`src/rtl/calibration_word_pkg.sv`:
```
// Shared constants and types of the calendar clock with alarm and calibration
package calibration_word_pkg;

  // ----------------------------------------------------------------
  // Widths
  // ----------------------------------------------------------------
  localparam int DATA_W = 32;
  localparam int ADDR_W = 8;
  localparam int SEC_W = 17;
  localparam int DAY_W = 15;
  localparam int CAL_W = 5;
  localparam int CNT_W = 16;
  localparam int IRQ_W = 3;

  // ----------------------------------------------------------------
  // Counter limits
  // ----------------------------------------------------------------
  localparam logic [SEC_W-1:0] SEC_MAX = 17'h1517F;
  localparam logic [SEC_W-1:0] SEC_ZERO = 17'h00000;
  localparam logic [DAY_W-1:0] DAY_ONE = 15'h0001;
  localparam logic [CNT_W-1:0] TICK_NOMINAL = 16'h8000;
  localparam logic [CNT_W-1:0] CNT_ONE = 16'h0001;

  // ----------------------------------------------------------------
  // Register offsets
  // ----------------------------------------------------------------
  localparam logic [ADDR_W-1:0] OFF_CTRL = 8'h00;
  localparam logic [ADDR_W-1:0] OFF_SECONDS = 8'h04;
  localparam logic [ADDR_W-1:0] OFF_DAY = 8'h08;
  localparam logic [ADDR_W-1:0] OFF_ALARM_SECONDS = 8'h0C;
  localparam logic [ADDR_W-1:0] OFF_ALARM_DAY = 8'h10;
  localparam logic [ADDR_W-1:0] OFF_IRQ_STATUS = 8'h14;
  localparam logic [ADDR_W-1:0] OFF_IRQ_MASK = 8'h18;
  localparam logic [ADDR_W-1:0] OFF_STATUS = 8'h1C;

  // ----------------------------------------------------------------
  // Field positions and reset values
  // ----------------------------------------------------------------
  localparam int CTRL_DIS_BIT = 0;
  localparam int CTRL_KEEP_BIT = 1;
  localparam int CTRL_MODE_LSB = 2;
  localparam int CTRL_CAL_LSB = 4;
  localparam int IRQ_TICK = 0;
  localparam int IRQ_ALARM = 1;
  localparam int IRQ_LOST = 2;
  localparam int STAT_CAL_BIT = 0;
  localparam int STAT_COIN_BIT = 1;
  localparam logic [IRQ_W-1:0] MASK_RST = 3'h3;
  localparam logic [SEC_W-1:0] ALARM_SEC_RST = 17'h1FFFF;
  localparam logic [DAY_W-1:0] ALARM_DAY_RST = 15'h7FFF;
  localparam logic [CAL_W-1:0] CAL_RST = 5'h00;

  // ----------------------------------------------------------------
  // Bus codes
  // ----------------------------------------------------------------
  localparam logic [2:0] HSIZE_WORD = 3'h2;
  localparam logic HRESP_OKAY = 1'b0;

  typedef enum logic [1:0] {
    CALIBRATION_WORD_MODE_OFF = 2'b00,
    CALIBRATION_WORD_MODE_MAIN = 2'b01,
    CALIBRATION_WORD_MODE_RSVD = 2'b10,
    CALIBRATION_WORD_MODE_ALL = 2'b11
  } calibration_word_mode_e;

  // Calibration on or off for a mode and supply state
  function automatic logic calibration_word_cal_on(input calibration_word_mode_e mode,
                                         input logic coin_only);
    logic on;
    on = 1'b0;
    unique case (mode)
      CALIBRATION_WORD_MODE_OFF: on = 1'b0;
      CALIBRATION_WORD_MODE_MAIN: on = ~coin_only;
      CALIBRATION_WORD_MODE_RSVD: on = 1'b0;
      CALIBRATION_WORD_MODE_ALL: on = 1'b1;
    endcase
    return on;
  endfunction : calibration_word_cal_on

endpackage : calibration_word_pkg

```
`src/rtl/calibration_word_top.sv`:
```
// Calendar clock with alarm, calibration and secure clock support
`timescale 1ns/1ns
module calibration_word_top (
  input wire logic ref_clk_in,
  input wire logic rst_in,
  input wire logic hsel_in,
  input wire logic [31:0] haddr_in,
  input wire logic [1:0] htrans_in,
  input wire logic hwrite_in,
  input wire logic [2:0] hsize_in,
  input wire logic hready_in,
  input wire logic [31:0] hwdata_in,
  output logic [31:0] hrdata_out,
  output logic hreadyout_out,
  output logic hresp_out,
  input wire logic timebase_32k_in,
  input wire logic backup_por_n_in,
  input wire logic coin_cell_only_in,
  input wire logic system_off_in,
  input wire logic app_on_in,
  input wire logic power_key_pin_in,
  output logic processor_ref_clock_out,
  output logic peripheral_clock_out,
  output logic secure_rtc_supply_en_out,
  output logic app_power_on_req_out,
  output logic key_press_out,
  output logic irq_out
);
  import calibration_word_pkg::*;

  // ----------------------------------------------------------------
  // Declarations
  // ----------------------------------------------------------------
  logic bk_rst;
  logic [ADDR_W-1:0] rd_addr;
  logic [DATA_W-1:0] rd_data;
  logic wr_en;
  logic [ADDR_W-1:0] wr_addr;
  logic [DATA_W-1:0] wr_data;
  logic clock_calendar_disable_q;
  logic secure_clock_keepalive_q;
  calibration_word_mode_e calibration_mode_q;
  logic [CAL_W-1:0] calibration_word_q;
  logic [SEC_W-1:0] seconds_of_day_counter_q;
  logic [DAY_W-1:0] day_counter_q;
  logic [SEC_W-1:0] alarm_seconds_q;
  logic [DAY_W-1:0] alarm_day_q;
  logic tick_irq_flag_q;
  logic alarm_irq_flag_q;
  logic clock_lost_irq_flag_q;
  logic [IRQ_W-1:0] irq_mask_q;
  logic [IRQ_W-1:0] flags;
  logic [IRQ_W-1:0] irq_clr;
  logic tick;
  logic cal_active;
  logic match;
  logic match_q;
  logic alarm_hit;
  logic ref_clk_q;
  logic periph_clk_q;
  logic supply_q;
  logic pwr_req_q;
  logic key_q;
  logic irq_q;
  logic wr_ctrl;
  logic wr_sec;
  logic wr_day;
  logic wr_asec;
  logic wr_aday;
  logic wr_stat;
  logic wr_mask;

  // Backup reset loads every coin-cell-backed register with its reset value; alarm registers go to all ones, lost flag sets
  assign bk_rst = rst_in || !backup_por_n_in;

  // ----------------------------------------------------------------
  // Bus slave and write decode
  // ----------------------------------------------------------------
  calibration_word_ahb u_ahb (
    .ref_clk_in(ref_clk_in),
    .rst_in(rst_in),
    .hsel_in(hsel_in),
    .haddr_in(haddr_in),
    .htrans_in(htrans_in),
    .hwrite_in(hwrite_in),
    .hsize_in(hsize_in),
    .hready_in(hready_in),
    .hwdata_in(hwdata_in),
    .hrdata_out(hrdata_out),
    .hreadyout_out(hreadyout_out),
    .hresp_out(hresp_out),
    .rd_addr_out(rd_addr),
    .rd_data_in(rd_data),
    .wr_en_out(wr_en),
    .wr_addr_out(wr_addr),
    .wr_data_out(wr_data)
  );

  assign wr_ctrl = wr_en && wr_addr == OFF_CTRL;
  assign wr_sec = wr_en && wr_addr == OFF_SECONDS;
  assign wr_day = wr_en && wr_addr == OFF_DAY;
  assign wr_asec = wr_en && wr_addr == OFF_ALARM_SECONDS;
  assign wr_aday = wr_en && wr_addr == OFF_ALARM_DAY;
  assign wr_stat = wr_en && wr_addr == OFF_IRQ_STATUS;
  assign wr_mask = wr_en && wr_addr == OFF_IRQ_MASK;
  assign irq_clr = wr_stat ? wr_data[IRQ_W-1:0] : '0;

  // ----------------------------------------------------------------
  // Control register
  // ----------------------------------------------------------------
  always_ff @(posedge ref_clk_in) begin
    if (bk_rst) begin
      clock_calendar_disable_q <= 1'b0;
      secure_clock_keepalive_q <= 1'b0;
      calibration_mode_q <= CALIBRATION_WORD_MODE_OFF;
      calibration_word_q <= CAL_RST;
    end else if (wr_ctrl) begin
      clock_calendar_disable_q <= wr_data[CTRL_DIS_BIT];
      secure_clock_keepalive_q <= wr_data[CTRL_KEEP_BIT];
      calibration_mode_q <= calibration_word_mode_e'(wr_data[CTRL_MODE_LSB +: 2]);
      calibration_word_q <= wr_data[CTRL_CAL_LSB +: CAL_W];
    end
  end

  // Mode 01 drops calibration on coin cell, reserved code acts as off
  assign cal_active = calibration_word_cal_on(calibration_mode_q,
                                    coin_cell_only_in);

  // ----------------------------------------------------------------
  // One-second divider
  // ----------------------------------------------------------------
  calibration_word_div #(
    .CNT_W(CNT_W),
    .CAL_W(CAL_W)
  ) u_div (
    .ref_clk_in(ref_clk_in),
    .rst_in(bk_rst),
    .timebase_in(timebase_32k_in),
    .run_in(!clock_calendar_disable_q),
    .cal_en_in(cal_active),
    .cal_word_in(calibration_word_q),
    .tick_out(tick),
    .count_out()
  );

  // ----------------------------------------------------------------
  // Time and day counters
  // ----------------------------------------------------------------
  always_ff @(posedge ref_clk_in) begin
    if (bk_rst) begin
      seconds_of_day_counter_q <= SEC_ZERO;
    end else if (wr_sec) begin
      seconds_of_day_counter_q <= wr_data[SEC_W-1:0];
    end else if (tick) begin
      seconds_of_day_counter_q <= (seconds_of_day_counter_q >= SEC_MAX) ?
        SEC_ZERO : SEC_W'(seconds_of_day_counter_q + 1'b1);
    end
  end

  always_ff @(posedge ref_clk_in) begin
    if (bk_rst) begin
      day_counter_q <= '0;
    end else if (wr_day) begin
      day_counter_q <= wr_data[DAY_W-1:0];
    end else if (tick && seconds_of_day_counter_q >= SEC_MAX && !wr_sec) begin
      day_counter_q <= DAY_W'(day_counter_q + DAY_ONE);
    end
  end

  // ----------------------------------------------------------------
  // Alarm registers and match
  // ----------------------------------------------------------------
  always_ff @(posedge ref_clk_in) begin
    if (bk_rst) begin
      alarm_seconds_q <= ALARM_SEC_RST;
      alarm_day_q <= ALARM_DAY_RST;
    end else begin
      if (wr_asec) alarm_seconds_q <= wr_data[SEC_W-1:0];
      if (wr_aday) alarm_day_q <= wr_data[DAY_W-1:0];
    end
  end

  assign match = seconds_of_day_counter_q == alarm_seconds_q &&
                 day_counter_q == alarm_day_q;

  always_ff @(posedge ref_clk_in) begin
    if (bk_rst) match_q <= 1'b0;
    else match_q <= match;
  end

  // One event per arrival at the alarm time
  assign alarm_hit = match && !match_q;

  // ----------------------------------------------------------------
  // Interrupt flags, set wins over clear
  // ----------------------------------------------------------------
  always_ff @(posedge ref_clk_in) begin
    if (bk_rst) tick_irq_flag_q <= 1'b0;
    else tick_irq_flag_q <= tick || (tick_irq_flag_q && !irq_clr[IRQ_TICK]);
  end

  always_ff @(posedge ref_clk_in) begin
    if (bk_rst) alarm_irq_flag_q <= 1'b0;
    else alarm_irq_flag_q <= alarm_hit ||
      (alarm_irq_flag_q && !irq_clr[IRQ_ALARM]);
  end

  always_ff @(posedge ref_clk_in) begin
    if (bk_rst) clock_lost_irq_flag_q <= 1'b1;
    else if (irq_clr[IRQ_LOST]) clock_lost_irq_flag_q <= 1'b0;
  end

  always_ff @(posedge ref_clk_in) begin
    if (bk_rst) irq_mask_q <= MASK_RST;
    else if (wr_mask) irq_mask_q <= wr_data[IRQ_W-1:0];
  end

  assign flags = {clock_lost_irq_flag_q, alarm_irq_flag_q, tick_irq_flag_q};

  always_ff @(posedge ref_clk_in) begin
    if (rst_in) irq_q <= 1'b0;
    else irq_q <= |(flags & ~irq_mask_q);
  end

  // Unmasked alarm with the application off asks for power on
  always_ff @(posedge ref_clk_in) begin
    if (rst_in) pwr_req_q <= 1'b0;
    else pwr_req_q <= alarm_hit && !irq_mask_q[IRQ_ALARM] && !app_on_in;
  end

  // ----------------------------------------------------------------
  // Register read mux
  // ----------------------------------------------------------------
  always_comb begin
    rd_data = '0;
    unique case (rd_addr)
      OFF_CTRL: begin
        rd_data[CTRL_DIS_BIT] = clock_calendar_disable_q;
        rd_data[CTRL_KEEP_BIT] = secure_clock_keepalive_q;
        rd_data[CTRL_MODE_LSB +: 2] = calibration_mode_q;
        rd_data[CTRL_CAL_LSB +: CAL_W] = calibration_word_q;
      end
      OFF_SECONDS: rd_data[SEC_W-1:0] = seconds_of_day_counter_q;
      OFF_DAY: rd_data[DAY_W-1:0] = day_counter_q;
      OFF_ALARM_SECONDS: rd_data[SEC_W-1:0] = alarm_seconds_q;
      OFF_ALARM_DAY: rd_data[DAY_W-1:0] = alarm_day_q;
      OFF_IRQ_STATUS: rd_data[IRQ_W-1:0] = flags;
      OFF_IRQ_MASK: rd_data[IRQ_W-1:0] = irq_mask_q;
      OFF_STATUS: begin
        rd_data[STAT_CAL_BIT] = cal_active;
        rd_data[STAT_COIN_BIT] = coin_cell_only_in;
      end
      default: rd_data = '0;
    endcase
  end

  // ----------------------------------------------------------------
  // Clock outputs, supply and power key
  // ----------------------------------------------------------------
  // Both outputs follow the raw time base, untouched by calibration
  always_ff @(posedge ref_clk_in) begin
    if (rst_in) ref_clk_q <= 1'b0;
    else ref_clk_q <= timebase_32k_in &&
      (secure_clock_keepalive_q || !system_off_in);
  end

  always_ff @(posedge ref_clk_in) begin
    if (rst_in) periph_clk_q <= 1'b0;
    else periph_clk_q <= timebase_32k_in && !system_off_in;
  end

  // No register bit reaches this supply enable
  always_ff @(posedge ref_clk_in) begin
    if (rst_in) supply_q <= 1'b0;
    else supply_q <= 1'b1;
  end

  // A processor pull on the pin looks exactly like the key
  always_ff @(posedge ref_clk_in) begin
    if (rst_in) key_q <= 1'b0;
    else key_q <= !power_key_pin_in;
  end

  assign processor_ref_clock_out = ref_clk_q;
  assign peripheral_clock_out = periph_clk_q;
  assign secure_rtc_supply_en_out = supply_q;
  assign app_power_on_req_out = pwr_req_q;
  assign key_press_out = key_q;
  assign irq_out = irq_q;
endmodule : calibration_word_top

```
`src/rtl/calibration_word_div.sv`:
```
// One-second tick divider with signed terminal count correction
`timescale 1ns/1ns
module calibration_word_div #(
  parameter int CNT_W = 16,
  parameter int CAL_W = 5
) (
  input wire logic ref_clk_in,
  input wire logic rst_in,
  input wire logic timebase_in,
  input wire logic run_in,
  input wire logic cal_en_in,
  input wire logic [CAL_W-1:0] cal_word_in,
  output logic tick_out,
  output logic [CNT_W-1:0] count_out
);
  import calibration_word_pkg::*;

  logic tb_q;
  logic tick_q;
  logic [CNT_W-1:0] cnt_q;
  logic [CNT_W-1:0] term;
  logic edge_seen;

  assign edge_seen = timebase_in & ~tb_q;
  // Positive code shortens the second, giving more ticks per real second
  assign term = cal_en_in ?
    CNT_W'(TICK_NOMINAL - {{(CNT_W-CAL_W){cal_word_in[CAL_W-1]}},
                           cal_word_in}) : TICK_NOMINAL;

  // Tracks the input through reset so a high level is no false edge
  always_ff @(posedge ref_clk_in) begin
    tb_q <= timebase_in;
  end

  always_ff @(posedge ref_clk_in) begin
    if (rst_in || !run_in) begin
      cnt_q <= '0;
      tick_q <= 1'b0;
    // A second shortened mid-count ends at the next time base edge, no counter wrap
    end else if (edge_seen && cnt_q >= CNT_W'(term - CNT_ONE)) begin
      cnt_q <= '0;
      tick_q <= 1'b1;
    end else begin
      cnt_q <= edge_seen ? CNT_W'(cnt_q + CNT_ONE) : cnt_q;
      tick_q <= 1'b0;
    end
  end

  assign tick_out = tick_q;
  assign count_out = cnt_q;
endmodule : calibration_word_div

```
`src/rtl/calibration_word_ahb.sv`:
```
// AHB-Lite slave front end, zero wait states, always OKAY
`timescale 1ns/1ns
module calibration_word_ahb (
  input wire logic ref_clk_in,
  input wire logic rst_in,
  input wire logic hsel_in,
  input wire logic [31:0] haddr_in,
  input wire logic [1:0] htrans_in,
  input wire logic hwrite_in,
  input wire logic [2:0] hsize_in,
  input wire logic hready_in,
  input wire logic [31:0] hwdata_in,
  output logic [31:0] hrdata_out,
  output logic hreadyout_out,
  output logic hresp_out,
  output logic [calibration_word_pkg::ADDR_W-1:0] rd_addr_out,
  input wire logic [calibration_word_pkg::DATA_W-1:0] rd_data_in,
  output logic wr_en_out,
  output logic [calibration_word_pkg::ADDR_W-1:0] wr_addr_out,
  output logic [calibration_word_pkg::DATA_W-1:0] wr_data_out
);
  import calibration_word_pkg::*;

  logic take;
  logic wr_pend_q;
  logic [ADDR_W-1:0] wr_addr_q;
  logic [DATA_W-1:0] hrdata_q;

  assign take = hsel_in && hready_in && htrans_in[1];

  always_ff @(posedge ref_clk_in) begin
    if (rst_in) wr_pend_q <= 1'b0;
    else wr_pend_q <= take && hwrite_in && hsize_in == HSIZE_WORD;
  end

  always_ff @(posedge ref_clk_in) begin
    if (rst_in) wr_addr_q <= '0;
    else if (take) wr_addr_q <= haddr_in[ADDR_W-1:0];
  end

  // Read data sampled at the address phase, shown in the data phase
  always_ff @(posedge ref_clk_in) begin
    if (rst_in) hrdata_q <= '0;
    else if (take && !hwrite_in) hrdata_q <= rd_data_in;
  end

  assign rd_addr_out = haddr_in[ADDR_W-1:0];
  assign wr_en_out = wr_pend_q;
  assign wr_addr_out = wr_addr_q;
  assign wr_data_out = hwdata_in;
  assign hrdata_out = hrdata_q;
  assign hreadyout_out = 1'b1;
  assign hresp_out = HRESP_OKAY;

endmodule : calibration_word_ahb

```
`config.mk`:
```
export PLATFORM = sky130hd
export DESIGN_NAME = calibration_word_top
export DESIGN_NICKNAME = d
export VERILOG_FILES = /design/src/rtl/calibration_word_pkg.sv /design/src/rtl/calibration_word_top.sv /design/src/rtl/calibration_word_div.sv /design/src/rtl/calibration_word_ahb.sv
export SDC_FILE = /design/constraint.sdc
export NUM_CORES = 1
export LEC_CHECK = 0
export ABC_CLOCK_PERIOD_IN_PS = 8350
export BUFFER_PORTS_ARGS = -buffer_cell sky130_fd_sc_hd__buf_4
export CAP_MARGIN = 20
export CORE_MARGIN = 10
export CORE_UTILIZATION = 30
export DETAILED_ROUTE_END_ITERATION = 12
export PLACE_DENSITY = 0.53
export SLEW_MARGIN = 10
export SYNTH_ARGS = -nofsm -noshare
export SYNTH_HDL_FRONTEND = slang
export SYNTH_SLANG_ARGS = --single-unit
```
`constraint.sdc`:
```
create_clock -name ref_clk_in -period 8.35 [get_ports ref_clk_in]
set_input_delay 0 -clock ref_clk_in [delete_from_list [all_inputs] [get_ports ref_clk_in]]
set_output_delay 0 -clock ref_clk_in [all_outputs]
set_load 0.05 [all_outputs]
```
==> metrics.txt <==
first-pass GRT wire length=36.6 mm; Die ar.=0.0316 mm^2; Clock Root Buffer=clkbuf_16; CP Class=flip-flop to flip-flop; Placed Area=0.00806 mm^2; final net count=1086; max_cap viols=0; CP cell instances=nor4_2, nand2_1, ha_1, nand2b_1, a2111oi_0, o21a_1, o21ai_1, ha_1, nand4_1, nor2_1, nand2_1, o21ai_0, a31o_1, nor3_1; via count=6698; vias in the first global route=6597; DRT Wirelength=22.7 mm; Post-DRT Antenna Nets=0; Post-synth EDFFs=0; Max Freq=0.243 GHz; num rows=57; Yosys warning count=0; RSZ-0062 raised after global routing=false; Post-Syn Area per Cell=8.11 um^2; layout cell share with drive strength beyond 1=0.133; detailed router's first-iteration violation count=607; Buf+Inv Stages, Crit Path=0; Worst Skew=0.0139 ns; R2R depth=14; detailed placer's ending HPWL=16.3 mm; Top Ports=120; wire per inst=17.2 um; critical path required time=8.62 ns; max incr delay on CP=0.76 ns; initial antenna violation count=0; Hold Fails Final Rpt=0; Initial Utilization=0.306; final worst-path cycle share=0.493; post-route cell area=0.00899 mm^2; CP max-delay cell=a2111oi_0; Total Routing Usage GR=0.144; Hold Buf Count CTS=31; Max-slew headroom=0.315; Worst Hold Class=primary input to flip-flop; drc violations=0; Yosys reg bits=130; CTS tree=built; final setup fails=0; global placement routability congestion=0.857; clk buf depth=2; Crit Path Max Fanout=17; Least-Margin Pin Slew=1.02 ns; routed vias/inst=5.09; ys flop type=dfxtp_1; Remaining Overflow, GRT=0; sequential area share after synthesis=0.349; clock-pin slew on the worst setup and hold paths=0.06 ns; cell family with most CP delay=compound AO/OA/AOI/OAI gates; status=finished clean; min cycle time layout=4.12 ns; # diodes=0; Sink Count=130; CP Depth=14; post-route setup TNS=0 ns; Clk Latency, worst-skew pair=0.42 ns; Synth cell types=69; Die W=178 um; cts bufs inserted=17; Leak=3.51 nW; Post-Syn Area=0.00746 mm^2; Layout area overhead=20.6%; postcts setup bufs=0; Pwr Density=168 mW/mm^2; Slew Viols, Final=0; worst vdd ir=0.0000891 V; CP endpoint kind=flip-flop; Critical Path AT=4.39 ns; ys async rst share=0; core area=0.0244 mm^2; H-Tree Depth=4; Buffers on Ports=62; overall power=0.00151 W; CP Launch Type=flip-flop; First-pass DRT Iterations=5; Gates resized, CTS repair=0; die height=178 um; WHS Path Cells=3; Post-Synthesis Cells=919; largest net degree at the start of global routing=46
path summary, 6_finish.rpt:
path | startpoint | end | slack (ns)
max | calibration_word_q[0]$_SDFFE_PP0P_ | u_div.count_out[1]$_SDFFE_PP0P_ | 4.23
max reg2reg | calibration_word_q[0]$_SDFFE_PP0P_ | u_div.count_out[1]$_SDFFE_PP0P_ | 4.23
min reg2reg | u_ahb.hrdata_out[15]$_SDFFE_PP0P_ | u_ahb.hrdata_out[15]$_SDFFE_PP0P_ | 0.45
min | haddr_in[2] | u_ahb.wr_addr_out[2]$_SDFFE_PP0P_ | 0.02
layout by cell type (no fill, tap or decap), drive strengths merged, types with 6 or more instances in the layout:
cell type	n
mux2	9
a21oi	33
a31oi	11
xnor2	40
ha	26
buf	70
nor2	55
inv	12
a22oi	7
dlygate4sd3	31
mux4	8
o21ai	58
conb	17
mux2i	16
a22o	6
nand4	26
or3	8
nor2b	8
nand2	170
a221oi	9
xor2	36
and3	10
nor3	35
and4	6
nand2b	6
dfxtp	130
nand3	58
nor4	8
clkbuf	20
stage by stage:
stage          std cells  hold WS, ns  worst slack [ns]   util
3_3_place_gp        1252        0.135              4.28  0.330
3_5_place_dp        1252        0.144              4.22  0.330
2_1_floorplan        934       0.0277              4.69      -
4_1_cts             1314     0.000574              4.24  0.368
5_1_grt             1316       0.0509              3.85  0.369
6_report            1316       0.0175              4.23  0.369
power breakdown:
group | internal, W | total [W] | switching [W] | leakage (nW)
Combinational | 0.0000406 | 0.000113 | 0.0000722 | 2.18
Sequential | 0.000624 | 0.000627 | 0.00000282 | 1.05
Clock | 0.000485 | 0.000775 | 0.000290 | 0.281
Total | 0.00115 | 0.00151 | 0.000365 | 3.51
state kept, by name, indices dropped and copies added (netlist names), 2 cells and up:
name / flops
alarm_seconds_q: 17
seconds_of_day_counter_q: 17
u_ahb.hrdata_out: 17
u_div.count_out: 16
alarm_day_q: 15
day_counter_q: 15
u_ahb.wr_addr_out: 8
calibration_word_q: 5
irq_mask_q: 3
calibration_mode_q: 2
cell families (layout without fill, tap and decap cells):
| logic type | after synthesis | after routing | share of synthesized area |
|---|---|---|---|
| AO/OA/AOI/OAI | 152 | 152 | 0.129 |
| XOR/XNOR | 76 | 76 | 0.0893 |
| adder cells (fa/ha/maj) | 26 | 26 | 0.0436 |
| buffers and inverters | 85 | 143 | 0.0566 |
| flip-flops | 130 | 130 | 0.349 |
| multiplexers | 33 | 33 | 0.0592 |
| other | 2 | 17 | 0.00101 |
| AND/OR/NAND/NOR | 415 | 415 | 0.272 |
worst reg2reg max path, stage by stage, from the launching register on:
cell       delay, ns
dfxtp_1         0.43
nor4_2          0.57
nand2_1         0.12
ha_1            0.33
nand2b_1        0.16
a2111oi_0       0.76
o21a_1          0.19
o21ai_1         0.08
ha_1            0.30
nand4_1         0.10
nor2_1          0.13
nand2_1         0.06
o21ai_0         0.07
a31o_1          0.54
nor3_1          0.14
cell usage after synthesis, types with 7 or more instances:
master	number	share of area
mux2_2	9	0.014
mux2i_1	16	0.021
or3_1	7	0.0059
nor2_1	54	0.027
and3_1	10	0.0084
xnor2_1	40	0.047
a21oi_1	33	0.022
inv_1	11	0.0055
a22oi_1	7	0.0070
nor3_1	34	0.023
a221oi_1	9	0.011
ha_1	26	0.044
dfxtp_1	130	0.35
a31oi_1	10	0.0084
xor2_1	36	0.042
clkbuf_1	32	0.016
o21ai_1	35	0.023
nand3_1	56	0.038
nand4_1	26	0.022
o21ai_0	23	0.015
nand2_1	169	0.085
buf_4	20	0.020
nor2b_1	8	0.0067
mux4_2	8	0.024
buf_2	16	0.011
layer usage:
metal	part of all wire	GRT usage	vias up	wire length, um
li1	-	-	3338	-
met1	0.49	0.204	3196	11200
met2	0.45	0.224	153	10300
met3	0.048	0.0253	11	1080
met4	0.0069	0.0285	0	156
met5	0	0	-	0
cell type report:
cell class / count / area [um^2]
Fill cell: 2503 / 15400
Multi-Input combinational cell: 719 / 4500
Sequential cell: 130 / 2600
Timing Repair Buffer: 101 / 836
Clock buffer: 20 / 457
Tap cell: 324 / 405
Clock inverter: 11 / 154
Inverter: 11 / 41.3
Note: power is estimated with default switching activity, not from simulation.
